### config.mk
export PLATFORM = sky130hd
export DESIGN_NAME = coc_charge_option
export DESIGN_NICKNAME = d
export VERILOG_FILES = /design/src/coc_pkg.sv /design/src/coc_charge_option.sv /design/src/coc_sync.sv /design/src/coc_wdog.sv
export SDC_FILE = /design/constraint.sdc
export NUM_CORES = 1
export LEC_CHECK = 0
export ABC_AREA = 1
export BUFFER_PORTS_ARGS = -buffer_cell sky130_fd_sc_hd__clkbuf_2
export CELL_PAD_IN_SITES_DETAIL_PLACEMENT = 0
export CELL_PAD_IN_SITES_GLOBAL_PLACEMENT = 1
export CORE_ASPECT_RATIO = 0.7
export CORE_UTILIZATION = 49
export DETAILED_ROUTE_END_ITERATION = 8
export PLACE_DENSITY_LB_ADDON = 0.15
export SLEW_MARGIN = 0
export SYNTH_ARGS = -nofsm -noshare
export SYNTH_HDL_FRONTEND = slang
export SYNTH_SLANG_ARGS = --single-unit
### constraint.sdc
create_clock -name clk_sys_i -period 8.8 [get_ports clk_sys_i]
set_clock_uncertainty 0.05 [all_clocks]
set_input_delay 0.88 -clock clk_sys_i [delete_from_list [all_inputs] [get_ports clk_sys_i]]
set_output_delay 0.88 -clock clk_sys_i [all_outputs]
set_load 0.1 [all_outputs]
### src/coc_pkg.sv
// constants and types shared by the charge option control block
package coc_pkg;

  // serial bus identity and register map
  localparam logic [6:0]  I2C_DEV_ADDR = 7'h6B;
  localparam logic [7:0]  REG_OPT_LO   = 8'h00;
  localparam logic [7:0]  REG_OPT_HI   = 8'h01;
  localparam logic [7:0]  REG_CUR_LO   = 8'h02;
  localparam logic [7:0]  REG_VOLT_HI  = 8'h05;
  localparam logic [15:0] CFG_RESET    = 16'hE70E;

  // field positions within the 16-bit register
  localparam int BIT_CHARGE_BLOCK   = 0;
  localparam int BIT_INPUT_LIMIT_ON = 1;
  localparam int BIT_LINEAR_PRECHG  = 2;
  localparam int BIT_BAT_GAIN       = 3;
  localparam int BIT_IN_GAIN        = 4;
  localparam int BIT_GAUGE_CAL      = 5;
  localparam int BIT_SHORT_RETRY    = 6;
  localparam int BIT_RIPPLE_REDUCE  = 8;
  localparam int BIT_RATE_SEL       = 9;
  localparam int BIT_AUDIO_AVOID    = 10;
  localparam int BIT_SRC_FLAGS_GOOD = 11;
  localparam int BIT_LIMIT_AUTO_OFF = 12;
  localparam int BIT_WD_SEL_LO      = 13;
  localparam int BIT_LOW_POWER      = 15;

  // watchdog period codes and periods
  localparam logic [1:0] WD_SEL_OFF  = 2'h0;
  localparam logic [1:0] WD_SEL_5S   = 2'h1;
  localparam logic [1:0] WD_SEL_77S  = 2'h2;
  localparam logic [1:0] WD_SEL_153S = 2'h3;
  localparam int WD_P1_S     = 5;
  localparam int WD_P2_S     = 77;
  localparam int WD_P3_S     = 153;
  localparam int MS_PER_S    = 1000;
  localparam int WD_CNT_W    = 18;

  // clock and watchdog tick
  localparam int CLK_MHZ        = 125;
  localparam int WD_TICK_US     = 1000;
  localparam int WD_TICK_CYCLES = WD_TICK_US * CLK_MHZ;

  typedef enum logic [5:0] {
    ST_IDLE = 6'b000001,
    ST_ADDR = 6'b000010,
    ST_RX   = 6'b000100,
    ST_ACK  = 6'b001000,
    ST_TX   = 6'b010000,
    ST_MACK = 6'b100000
  } coc_bus_st_t;

endpackage

### src/coc_charge_option.sv
// charge option register with serial bus slave, watchdog and control outputs
`timescale 1ns/1ps
module coc_charge_option import coc_pkg::*; #(
  parameter int TICK_CYCLES = WD_TICK_CYCLES
) (
  input  wire logic       clk_sys_i,
  input  wire logic       reset_i,
  input  wire logic       scl_i,
  input  wire logic       sda_i,
  output logic            sda_o,
  output logic            sda_oe_o,
  input  wire logic       battery_present_pin_n_i,
  input  wire logic       battery_only_i,
  input  wire logic       otg_mode_i,
  input  wire logic       adapter_detect_i,
  input  wire logic       pass_through_mode_i,
  input  wire logic       settings_valid_i,
  input  wire logic       bat_mon_en_i,
  input  wire logic       sys_pwr_mon_en_i,
  input  wire logic       adc_en_i,
  input  wire logic       throttle_en_i,
  input  wire logic       comparator_en_i,
  output logic            internal_regulator_on_o,
  output logic            battery_current_monitor_on_o,
  output logic            system_power_monitor_on_o,
  output logic            adc_sampling_on_o,
  output logic            throttle_output_on_o,
  output logic            comparator_on_o,
  output logic            adapter_good_out_o,
  output logic            pulse_skip_floor_o,
  output logic            switching_rate_800k_o,
  output logic            passthrough_ripple_reduce_o,
  output logic            hiccup_on_o,
  output logic            gauge_calibrate_discharge_o,
  output logic            input_sense_gain_40x_o,
  output logic            battery_sense_gain_16x_o,
  output logic            linear_precharge_on_o,
  output logic            input_limit_regulation_o,
  output logic            charge_run_o,
  output logic            wdog_expired_o,
  output logic            charge_current_zero_o,
  output logic            ext_wr_o,
  output logic [7:0]      ext_addr_o,
  output logic [7:0]      ext_data_o
);

  typedef struct packed {
    coc_bus_st_t st;
    logic        scl_q;
    logic        sda_q;
    logic        bat_q;
    logic [3:0]  bitcnt;
    logic [7:0]  shreg;
    logic [7:0]  ptr;
    logic        rw;
    logic        rx_data;
    logic        ack_on;
    logic        mnack;
    logic        sda_oe;
    logic        sda_out;
    logic [15:0] cfg;
    logic        expired;
    logic        cur_zero;
    logic        kick;
    logic        ext_wr;
    logic [7:0]  ext_addr;
    logic [7:0]  ext_data;
    logic        regulator_on;
    logic        bat_mon_on;
    logic        sys_mon_on;
    logic        adc_on;
    logic        throttle_on;
    logic        comparator_on;
    logic        adapter_good;
    logic        skip_floor;
    logic        rate_800k;
    logic        ripple_reduce;
    logic        hiccup_on;
    logic        gauge_cal;
    logic        in_gain_40x;
    logic        bat_gain_16x;
    logic        linear_prechg;
    logic        limit_reg;
    logic        charge_run;
  } coc_state_t;

  localparam coc_state_t ST_RESET = '{
    st:      ST_IDLE,
    scl_q:   1'b1,
    sda_q:   1'b1,
    bat_q:   1'b1,
    cfg:     CFG_RESET,
    default: '0
  };

  coc_state_t q;
  coc_state_t n;
  logic [2:0] pin_s;
  logic       scl_s;
  logic       sda_s;
  logic       bat_s;
  logic       scl_rise;
  logic       scl_fall;
  logic       bus_start;
  logic       bus_stop;
  logic       bat_fall;
  logic       wd_expire;
  logic [7:0] rx_byte;
  logic [7:0] rd_byte;

  // pins into the clock domain
  coc_sync #(
    .W (3)
  ) u_sync (
    .clk_sys_i (clk_sys_i),
    .reset_i   (reset_i),
    .d_i       ({battery_present_pin_n_i, sda_i, scl_i}),
    .q_o       (pin_s)
  );

  coc_wdog #(
    .TICK_CYCLES (TICK_CYCLES)
  ) u_wdog (
    .clk_sys_i    (clk_sys_i),
    .reset_i      (reset_i),
    .period_sel_i (q.cfg[BIT_WD_SEL_LO +: 2]),
    .kick_i       (q.kick),
    .expire_o     (wd_expire)
  );

  assign scl_s     = pin_s[0];
  assign sda_s     = pin_s[1];
  assign bat_s     = pin_s[2];
  assign scl_rise  = scl_s & ~q.scl_q;
  assign scl_fall  = ~scl_s & q.scl_q;
  assign bus_start = scl_s & q.scl_q & q.sda_q & ~sda_s;
  assign bus_stop  = scl_s & q.scl_q & ~q.sda_q & sda_s;
  assign bat_fall  = ~bat_s & q.bat_q;
  assign rx_byte   = {q.shreg[6:0], sda_s};

  // read data for the current pointer
  always_comb begin
    if (q.ptr == REG_OPT_LO) begin
      rd_byte = q.cfg[7:0];
    end else if (q.ptr == REG_OPT_HI) begin
      rd_byte = q.cfg[15:8];
    end else begin
      rd_byte = 8'h00;
    end
  end

  always_comb begin
    logic       load_tx;
    logic       wr_en;
    logic       lp_gate;
    load_tx = 1'b0;
    wr_en   = 1'b0;
    lp_gate = 1'b0;
    n = q;
    n.scl_q    = scl_s;
    n.sda_q    = sda_s;
    n.bat_q    = bat_s;
    n.kick     = 1'b0;
    n.ext_wr   = 1'b0;
    n.cur_zero = 1'b0;

    // bus slave
    if (bus_stop) begin
      n.st     = ST_IDLE;
      n.sda_oe = 1'b0;
      n.ack_on = 1'b0;
    end else if (bus_start) begin
      n.st     = ST_ADDR;
      n.bitcnt = 4'h0;
      n.sda_oe = 1'b0;
      n.ack_on = 1'b0;
    end else begin
      unique case (q.st)
        ST_IDLE: begin
          n.sda_oe = 1'b0;
        end
        ST_ADDR, ST_RX: begin
          if (scl_rise) begin
            n.shreg  = rx_byte;
            n.bitcnt = q.bitcnt + 4'h1;
            if (q.bitcnt == 4'h7) begin
              n.bitcnt = 4'h0;
              if (q.st == ST_ADDR) begin
                if (q.shreg[6:0] == I2C_DEV_ADDR) begin
                  n.rw      = sda_s;
                  n.rx_data = 1'b0;
                  n.st      = ST_ACK;
                end else begin
                  n.st = ST_IDLE;
                end
              end else begin
                n.st = ST_ACK;
                if (!q.rx_data) begin
                  n.ptr     = rx_byte;
                  n.rx_data = 1'b1;
                end else begin
                  wr_en = 1'b1;
                  n.ptr = q.ptr + 8'h01;
                end
              end
            end
          end
        end
        ST_ACK: begin
          if (scl_fall) begin
            if (!q.ack_on) begin
              n.ack_on = 1'b1;
              n.sda_oe = 1'b1;
            end else begin
              n.ack_on = 1'b0;
              n.sda_oe = 1'b0;
              if (q.rw) begin
                load_tx = 1'b1;
              end else begin
                n.st = ST_RX;
              end
            end
          end
        end
        ST_TX: begin
          if (scl_rise) begin
            n.bitcnt = q.bitcnt + 4'h1;
          end
          if (scl_fall) begin
            if (q.bitcnt == 4'h8) begin
              n.sda_oe = 1'b0;
              n.bitcnt = 4'h0;
              n.st     = ST_MACK;
            end else begin
              n.shreg  = {q.shreg[6:0], 1'b0};
              n.sda_oe = ~q.shreg[6];
            end
          end
        end
        ST_MACK: begin
          if (scl_rise) begin
            n.mnack = sda_s;
          end
          if (scl_fall) begin
            if (q.mnack) begin
              n.st = ST_IDLE;
            end else begin
              load_tx = 1'b1;
            end
          end
        end
      endcase
    end

    if (load_tx) begin
      n.shreg  = rd_byte;
      n.sda_oe = ~rd_byte[7];
      n.bitcnt = 4'h0;
      n.ptr    = q.ptr + 8'h01;
      n.st     = ST_TX;
    end

    // battery pin falling with auto-off armed drops the limit enable
    if (q.cfg[BIT_LIMIT_AUTO_OFF] && bat_fall) begin
      n.cfg[BIT_INPUT_LIMIT_ON] = 1'b0;
    end

    // register writes; a same-cycle host write of the low byte overrides the auto clear
    if (wr_en) begin
      if (q.ptr == REG_OPT_LO) begin
        n.cfg[7:0] = rx_byte;
      end else if (q.ptr == REG_OPT_HI) begin
        n.cfg[15:8] = rx_byte;
        n.kick      = 1'b1;
      end else if (q.ptr >= REG_CUR_LO && q.ptr <= REG_VOLT_HI) begin
        n.ext_wr   = 1'b1;
        n.ext_addr = q.ptr;
        n.ext_data = rx_byte;
        n.kick     = 1'b1;
      end
    end

    if (!bat_s) begin
      n.cfg[BIT_GAUGE_CAL] = 1'b0;
    end

    // watchdog timeout flag, expiry wins over a same-cycle clear
    if (n.kick) begin
      n.expired = 1'b0;
    end
    if (wd_expire) begin
      n.expired  = 1'b1;
      n.cur_zero = 1'b1;
    end

    // control outputs
    lp_gate = n.cfg[BIT_LOW_POWER] & battery_only_i;
    n.regulator_on  = ~lp_gate;
    n.bat_mon_on    = bat_mon_en_i & ~lp_gate;
    n.sys_mon_on    = sys_pwr_mon_en_i & ~lp_gate;
    n.adc_on        = adc_en_i & ~lp_gate;
    n.throttle_on   = throttle_en_i;
    n.comparator_on = comparator_en_i;
    n.adapter_good  = adapter_detect_i
                    | (n.cfg[BIT_SRC_FLAGS_GOOD] & otg_mode_i);
    n.skip_floor    = n.cfg[BIT_AUDIO_AVOID];
    n.rate_800k     = n.cfg[BIT_RATE_SEL];
    n.ripple_reduce = n.cfg[BIT_RIPPLE_REDUCE] & pass_through_mode_i;
    n.hiccup_on     = ~n.cfg[BIT_SHORT_RETRY];
    n.gauge_cal     = n.cfg[BIT_GAUGE_CAL];
    n.in_gain_40x   = n.cfg[BIT_IN_GAIN];
    n.bat_gain_16x  = n.cfg[BIT_BAT_GAIN];
    n.linear_prechg = n.cfg[BIT_LINEAR_PRECHG];
    n.limit_reg     = n.cfg[BIT_INPUT_LIMIT_ON];
    n.charge_run    = ~n.cfg[BIT_CHARGE_BLOCK] & settings_valid_i
                    & ~n.expired;
  end

  always_ff @(posedge clk_sys_i or posedge reset_i) begin
    if (reset_i) begin
      q <= ST_RESET;
    end else begin
      q <= n;
    end
  end

  assign sda_o                        = q.sda_out;
  assign sda_oe_o                     = q.sda_oe;
  assign internal_regulator_on_o      = q.regulator_on;
  assign battery_current_monitor_on_o = q.bat_mon_on;
  assign system_power_monitor_on_o    = q.sys_mon_on;
  assign adc_sampling_on_o            = q.adc_on;
  assign throttle_output_on_o         = q.throttle_on;
  assign comparator_on_o              = q.comparator_on;
  assign adapter_good_out_o           = q.adapter_good;
  assign pulse_skip_floor_o           = q.skip_floor;
  assign switching_rate_800k_o        = q.rate_800k;
  assign passthrough_ripple_reduce_o  = q.ripple_reduce;
  assign hiccup_on_o                  = q.hiccup_on;
  assign gauge_calibrate_discharge_o  = q.gauge_cal;
  assign input_sense_gain_40x_o       = q.in_gain_40x;
  assign battery_sense_gain_16x_o     = q.bat_gain_16x;
  assign linear_precharge_on_o        = q.linear_prechg;
  assign input_limit_regulation_o     = q.limit_reg;
  assign charge_run_o                 = q.charge_run;
  assign wdog_expired_o               = q.expired;
  assign charge_current_zero_o        = q.cur_zero;
  assign ext_wr_o                     = q.ext_wr;
  assign ext_addr_o                   = q.ext_addr;
  assign ext_data_o                   = q.ext_data;

endmodule

### src/coc_sync.sv
// two flip-flop synchroniser for pin inputs
`timescale 1ns/1ps
module coc_sync #(
  parameter int W = 1
) (
  input  wire logic         clk_sys_i,
  input  wire logic         reset_i,
  input  wire logic [W-1:0] d_i,
  output logic      [W-1:0] q_o
);
  typedef struct packed {
    logic [W-1:0] s1;
    logic [W-1:0] s2;
  } coc_sync_st_t;

  coc_sync_st_t q;
  coc_sync_st_t n;

  if (W < 1) begin : g_chk
    $error("coc_sync width must be at least one");
  end

  always_comb begin
    n.s1 = d_i;
    n.s2 = q.s1;
  end

  always_ff @(posedge clk_sys_i or posedge reset_i) begin
    if (reset_i) begin
      q <= '1;
    end else begin
      q <= n;
    end
  end

  assign q_o = q.s2;
endmodule

### src/coc_wdog.sv
// charge setting watchdog: millisecond divider and period counter
`timescale 1ns/1ps
module coc_wdog import coc_pkg::*; #(
  parameter int TICK_CYCLES = WD_TICK_CYCLES
) (
  input  wire logic       clk_sys_i,
  input  wire logic       reset_i,
  input  wire logic [1:0] period_sel_i,
  input  wire logic       kick_i,
  output logic            expire_o
);
  localparam int DW = $clog2(TICK_CYCLES + 1);

  typedef struct packed {
    logic [DW-1:0]       div;
    logic [WD_CNT_W-1:0] count;
    logic                fired;
    logic                expire;
  } coc_wdog_st_t;

  coc_wdog_st_t        q;
  coc_wdog_st_t        n;
  logic                tick;
  logic [WD_CNT_W-1:0] limit;

  if (TICK_CYCLES < 1) begin : g_chk
    $error("coc_wdog tick must be at least one cycle");
  end

  assign tick = (q.div == DW'(TICK_CYCLES - 1));

  always_comb begin
    unique case (period_sel_i)
      WD_SEL_5S:   limit = WD_CNT_W'(WD_P1_S * MS_PER_S);
      WD_SEL_77S:  limit = WD_CNT_W'(WD_P2_S * MS_PER_S);
      WD_SEL_153S: limit = WD_CNT_W'(WD_P3_S * MS_PER_S);
      default:     limit = '0;
    endcase
  end

  always_comb begin
    n = q;
    n.expire = 1'b0;
    n.div = tick ? '0 : q.div + DW'(1);
    if (kick_i || period_sel_i == WD_SEL_OFF) begin
      n.div   = '0;
      n.count = '0;
      n.fired = 1'b0;
    end else if (tick && !q.fired) begin
      if (q.count == limit - WD_CNT_W'(1)) begin
        n.expire = 1'b1;
        n.fired  = 1'b1;
        n.count  = '0;
      end else begin
        n.count = q.count + WD_CNT_W'(1);
      end
    end
  end

  always_ff @(posedge clk_sys_i or posedge reset_i) begin
    if (reset_i) begin
      q <= '0;
    end else begin
      q <= n;
    end
  end

  assign expire_o = q.expire;
endmodule

* Word level (Yosys, flattened, before mapping)
Index checks and enable logic that the tools add are counted.
** Storage, ports and cells
- Register bits after elaboration :: 129
- Output and inout port bits :: 38
** Operators by class
- Add/sub/neg operators :: 5
- Magnitude comparators :: 2
- Eq/ne operators :: 32
- Mux-type cells :: 82
- Bitwise gates (word level) :: 32
- Reductions and logical operators :: 32
** Operators by type and width (count)
- 18-bit two-way mux :: 5
- 6-bit two-way mux :: 13
- 8-bit two-way mux :: 8
- 18-bit case mux with 3 select lines :: 1
- 17-bit two-way mux :: 3
- 5-bit inequality test (second input constant) :: 9
- 22-bit two-way mux :: 2
- 20-bit two-way mux :: 2
- 1-bit two-way mux :: 31
- 12-bit case mux with 2 select lines :: 1
- 6-bit case mux with 4 select lines :: 1
- 10-bit two-way mux :: 2
- 4-bit two-way mux :: 5
- 19-bit two-way mux :: 1
- 18-bit by 1-bit adder with 18-bit output (second input constant) :: 1
- 18-bit equality test :: 1
- 6-bit AND reduction :: 3
- 18-bit by 1-bit subtractor with 18-bit output (second input constant) :: 1
- 17-bit by 1-bit adder with 17-bit output (second input constant) :: 1
- 17-bit equality test (second input constant) :: 1
- 1-bit AND :: 16
- 16-bit two-way mux :: 1
- 1-bit NOT :: 15
- 12-bit two-way mux :: 1
- 39 further kinds :: 60

* Depth between registers and ports, before layout
- Word-level depth :: 12
- Gate-level depth with buffers :: 13

* Hierarchy
From an unflattened synthesis, not the netlist that was laid out.
** Unflattened totals
- Cell total of the unflattened synthesis :: 908
- Area total of the unflattened synthesis :: 7185.6 um^2
** Modules (own cells, without submodules)
- coc_charge_option :: instances 1, cells each 544, area an instance 4514.3 um^2
- coc_wdog :: instances 1, cells each 357, area an instance 2509.9 um^2
- coc_sync :: instances 1, cells each 7, area an instance 161.4 um^2

* Least setup slack after synthesis
No wires, ideal clock.
- Path kind :: reg-to-reg
- Start :: register q[50] (netlist name)
- End :: register u_wdog.q[4] (netlist name)
- Setup time :: 0.129 ns
- Data arrival time :: 1.848 ns
- Required time :: 8.621 ns
- Path slack :: 6.773 ns
- Stages on the path, launching flop included :: 13
- Clock period less this slack :: 2.027 ns
- Cell sequence :: dfstp_2 inv_1 ha_1 inv_1 nand2_1 nand2_1 nand2_1 nand2_1 inv_1 nor2_1 nand3_2 nand2_1 o21ai_0
** Between the ends
- Longest elaborated chain between the ends :: 7
- Elaborated cells between the ends (all ways) :: 12
- Those cells by class :: 1 x add/sub; 4 x eq/ne; 4 x mux; 3 x reduce/logical
** RTL lines
- start: declaration :: RTL line coc_charge_option.sv:96 : coc_state_t q;
- start signal: assignment :: RTL line coc_charge_option.sv:323 : q <= n;
- 2-bit equality test or 2-bit by 1-bit equality test with 1-bit output (tied branches) :: RTL line coc_wdog.sv:33 : unique case (period_sel_i)
- 18-bit case mux with 3 select lines :: RTL line coc_wdog.sv:33
- 18-bit by 1-bit subtractor with 18-bit output :: RTL line coc_wdog.sv:50 : if (q.count == limit - WD_CNT_W'(1)) begin
- 18-bit equality test :: RTL line coc_wdog.sv:50
- 18-bit two-way mux :: RTL line coc_wdog.sv:50
- 20-bit two-way mux :: RTL line coc_wdog.sv:49 : end else if (tick && !q.fired) begin
- 19-bit two-way mux :: RTL line coc_wdog.sv:45 : if (kick_i || period_sel_i == WD_SEL_OFF) begin
- end signal: assignment :: RTL line coc_wdog.sv:64 : q <= n;
- end: declaration :: RTL line coc_wdog.sv:21 : coc_wdog_st_t q;
Several ways; a longest one is shown, not always the timed one. The select of a mux whose other input is x is not followed.
A chain may end at the register's enable or synchronous reset.

* Worst setup path in the final report
- Start :: register q[50] (netlist name)
- End :: register u_wdog.q[8] (netlist name)
Same word-level chain as after synthesis.

==> results.py <==
metrics = {
    "cells_and_area": {
        "area_growth_pct": 12.69,
        "drive_above_1_share_pct": 15.84,
        "postLayoutCoreUtil_pct": 57.00,
        "diodes": 0,
        "final_cell_mix": "223 x nand2_1, 127 x inv_1, 108 x dfrtp_1, 86 x nor2_1, 73 x o21ai_0",
        "stdcell_area_um2": 8010,
        "final_common_cell": "nand2_1",
        "finalNetCount": 988,
        "final_cell_count_no_fill": 1162,
    },
    "grt": {
        "grt_antenna_before_repair": 0,
        "grt_pass1_vias": 5732,
        "grt_pass1_wl_mm": 28.74,
        "groute.usage.overall_pct": 25.02,
        "grt-ovfl-total": 0,
        "grt_max_degree": 80,
    },
    "cts": {
        "path_clk_slew_ns": 0.06,
        "clock_latency_ns": 0.43,
        "clockBufferDepth": 2,
        "cts_made_buffers": 17,
        "cts-resized-gates": 0,
        "cts_sinks": 127,
        "postCtsSetupBuffers": 0,
        "h-tree-depth": 4,
        "cts_tree": "built",
        "holdBufCountCts": 0,
        "root_buffer": "clkbuf_16",
    },
    "power_and_ir_drop": {
        "p_clk_share_pct": 46.3,
        "combPwrFrac_pct": 12.8,
        "internal_power_w": 0.001089,
        "p_leak_nw": 3.978,
        "p_sw_w": 0.0004559,
        "p_per_area_nw_per_um2": 192.9,
        "ir_worst_vdd_mv": 0.1485,
        "switching_share_pct": 29.50,
        "p_seq_share_pct": 40.9,
    },
    "critical_path": {
        "crit_path_end_kind": "flip-flop",
        "cp_common_cell": "nand2_1",
        "worstPathCellList": "inv_1 > ha_1 > inv_1 > nand2_1 > nand2_1 > nand2_1 > nand2_1 > inv_1 > nor2_1 > nand3_2 > nand2_1 > o21ai_0",
        "rrSetupSlack_ns": 6.31,
        "worstPathArrival_ns": 2.73,
        "start_kind": "flip-flop",
        "path_class": "flip-flop to flip-flop",
        "cp_slowest_cell": "dfstp_2",
        "required_ns": 9.04,
        "crit_path_max_incr_delay_ns": 0.55,
        "path_max_fanout": 9,
    },
    "place": {
        "place.port_buffers": 51,
        "routabilityCongestion": 0.8855,
        "placedCellCount": 1130,
        "placed_cell_area_um2": 7412,
        "hpwl_mm": 12.70,
    },
    "sta": {
        "fin_crit_ns": 2.485,
        "relSlewSlack_pct": 25.48,
        "fin_crit_sh_pct": 28.24,
        "rsz0062_at_grt": "false",
        "tightest_slew_ns": 1.108,
        "finalMaxSlewViolations": 0,
        "setup_viol": 0,
        "hold_viol": 0,
        "tns_ns": 0,
        "fmax_ghz": 0.4024,
    },
    "detailed_routing": {
        "via_count": 6151,
        "wl_per_cell_um": 15.08,
        "drc": 0,
        "via_per_inst": 5.293,
        "first_pass_iters": 5,
        "drt_iter0_drc": 429,
        "drtAntennaViolNets": 0,
        "totalWireLength_mm": 17.53,
    },
    "min_path": {
        "min_path_type": "flip-flop to flip-flop",
    },
    "die": {
        "die_h_um": 102.8,
        "die_area_um2": 15000,
        "dieWidth_um": 146.0,
        "start_util_pct": 50.58,
        "num_rows": 36,
        "core_area_um2": 14050,
        "num_io_pins": 53,
    },
    "synthesis": {
        "synthArstFlopShare_pct": 100.0,
        "netlist.area_leader.share_pct": 38.02,
        "synth_seq_cells": 127,
        "synth_fp_nets": 945,
        "avgSynthCellArea_um2": 7.760,
        "ys_seq_area_share_pct": 45.04,
        "ys_top_cells_by_area": "dfrtp_1 38%, nand2_1 12%, dfstp_2 7.0%",
        "synth-edff-count": 0,
        "synth_area_leader_cell": "dfrtp_1",
        "synthFlopType": "dfrtp_1",
        "syn_inst": 916,
        "ys_warn_count": 0,
        "synth.cell_area_um2": 7108,
        "yosysUniqueCellTypes": 43,
    },
    "outcome": {
        "status": "finished clean",
    },
    "job": {
        "maxCapViolCount": 0,
    },
}
flip-flops by register name, summed over array words and instances, names as in the netlist, 3 cells and up:
signal	count
u_sync.q_o	3
u_sync.n	3
ext_data_o	8
ext_addr_o	8
u_wdog.q	36
q	49
metal layers:
metal | part of all wire, % | global-route usage [%] | wire length [µm]
met2 | 42 | 36.14 | 7376
met1 | 50 | 37.01 | 8770
met3 | 6.6 | 5.752 | 1151
met4 | 1.3 | 8.178 | 229
met5 | 0 | 0 | 0
stage by stage:
| step | power [W] | setup WS (ns) | hold slack, ns |
|---|---|---|---|
| finish | 0.001545 | 6.315 | 0.3059 |
| global route | 0.001614 | 6.084 | 0.3139 |
| CTS | 0.001558 | 6.338 | 0.3066 |
| detailed placement | 0.0008391 | 6.315 | 0.2975 |
| global placement | 0.0008344 | 6.345 | 0.2992 |
| floorplan | 0.0007923 | 4.517 | 0.2952 |
final timing paths:
path                                            start  cells after the start                        end
worst max register to register      q[50]$_DFFE_PP1P_                     12    u_wdog.q[8]$_DFFE_PP0P_
min in group asynchronous                     reset_i                      2   u_wdog.q[18]$_DFFE_PP0P_
worst max-delay path                q[50]$_DFFE_PP1P_                     12    u_wdog.q[8]$_DFFE_PP0P_
worst min register to register  u_sync.n[2]$_DFF_PP1_                      0    u_sync.q_o[2]$_DFF_PP1_
worst min-delay path            u_sync.n[2]$_DFF_PP1_                      0    u_sync.q_o[2]$_DFF_PP1_
max in group asynchronous                     reset_i                      3  ext_addr_o[7]$_DFFE_PP0P_
worst max-delay path, delay by kind of cell (launching register included):
family / cells / cell delay (ns)
flip-flops: 1 / 0.55
buffers and inverters: 3 / 0.36
adder cells (fa/ha/maj): 1 / 0.31
AND/OR/NAND/NOR: 7 / 0.95
AO/OA/AOI/OAI: 1 / 0.13
layout make-up:
type	count	area, µm²
flip-flops and latches	127	3202
multi-input cells	623	3186
well taps	190	237.7
clock buffers	17	425.4
fillers	1335	6043
clock inverters	15	172.7
inverters	137	516.7
repair buffers	53	270.3
synthesized netlist by cell type, types with 3 or more instances:
cell and number:
dfrtp_1 108, a31oi_1 3, xnor2_1 3, o21ai_1 17
buf_6 4, ha_1 14, buf_4 17, o21ai_0 73
nor2_2 8, nand3_1 63, nand3_4 3, nor4_1 6
nand3_2 5, inv_2 9, clkbuf_1 5, nor2_4 8
nand2_1 223, dfstp_2 19, nor3_1 21, xor2_1 21
nand2_2 7, o22ai_1 4, a21oi_1 19, nand4_1 20
nor2_1 86, inv_1 128
cells by family (layout without fill, tap and decap cells):
group                      Yosys count  after routing  synth area share (%)
AOI/OAI and AO/OA                  125            125                 9.365
xor gates and xnor gates            24             24                 2.957
adders and majority gates           14             14                 2.464
buffers and inverters              166            222                 10.14
DFF                                127            127                 45.04
muxes                                2              2                0.3168
other                                1              1               0.05276
and+or+nand+nor                    457            457                 29.66
power groups by stage:
stage	Sequential, W	Combinational [W]	Clock, W
2_1_floorplan	0.000656	0.000136	0
3_3_place_gp	0.000640	0.000194	0
3_5_place_dp	0.000642	0.000197	0
4_1_cts	0.000632	0.000199	0.000727
5_1_grt	0.000634	0.000224	0.000756
6_report	0.000633	0.000198	0.000715
(Power assumes the default switching activity.)
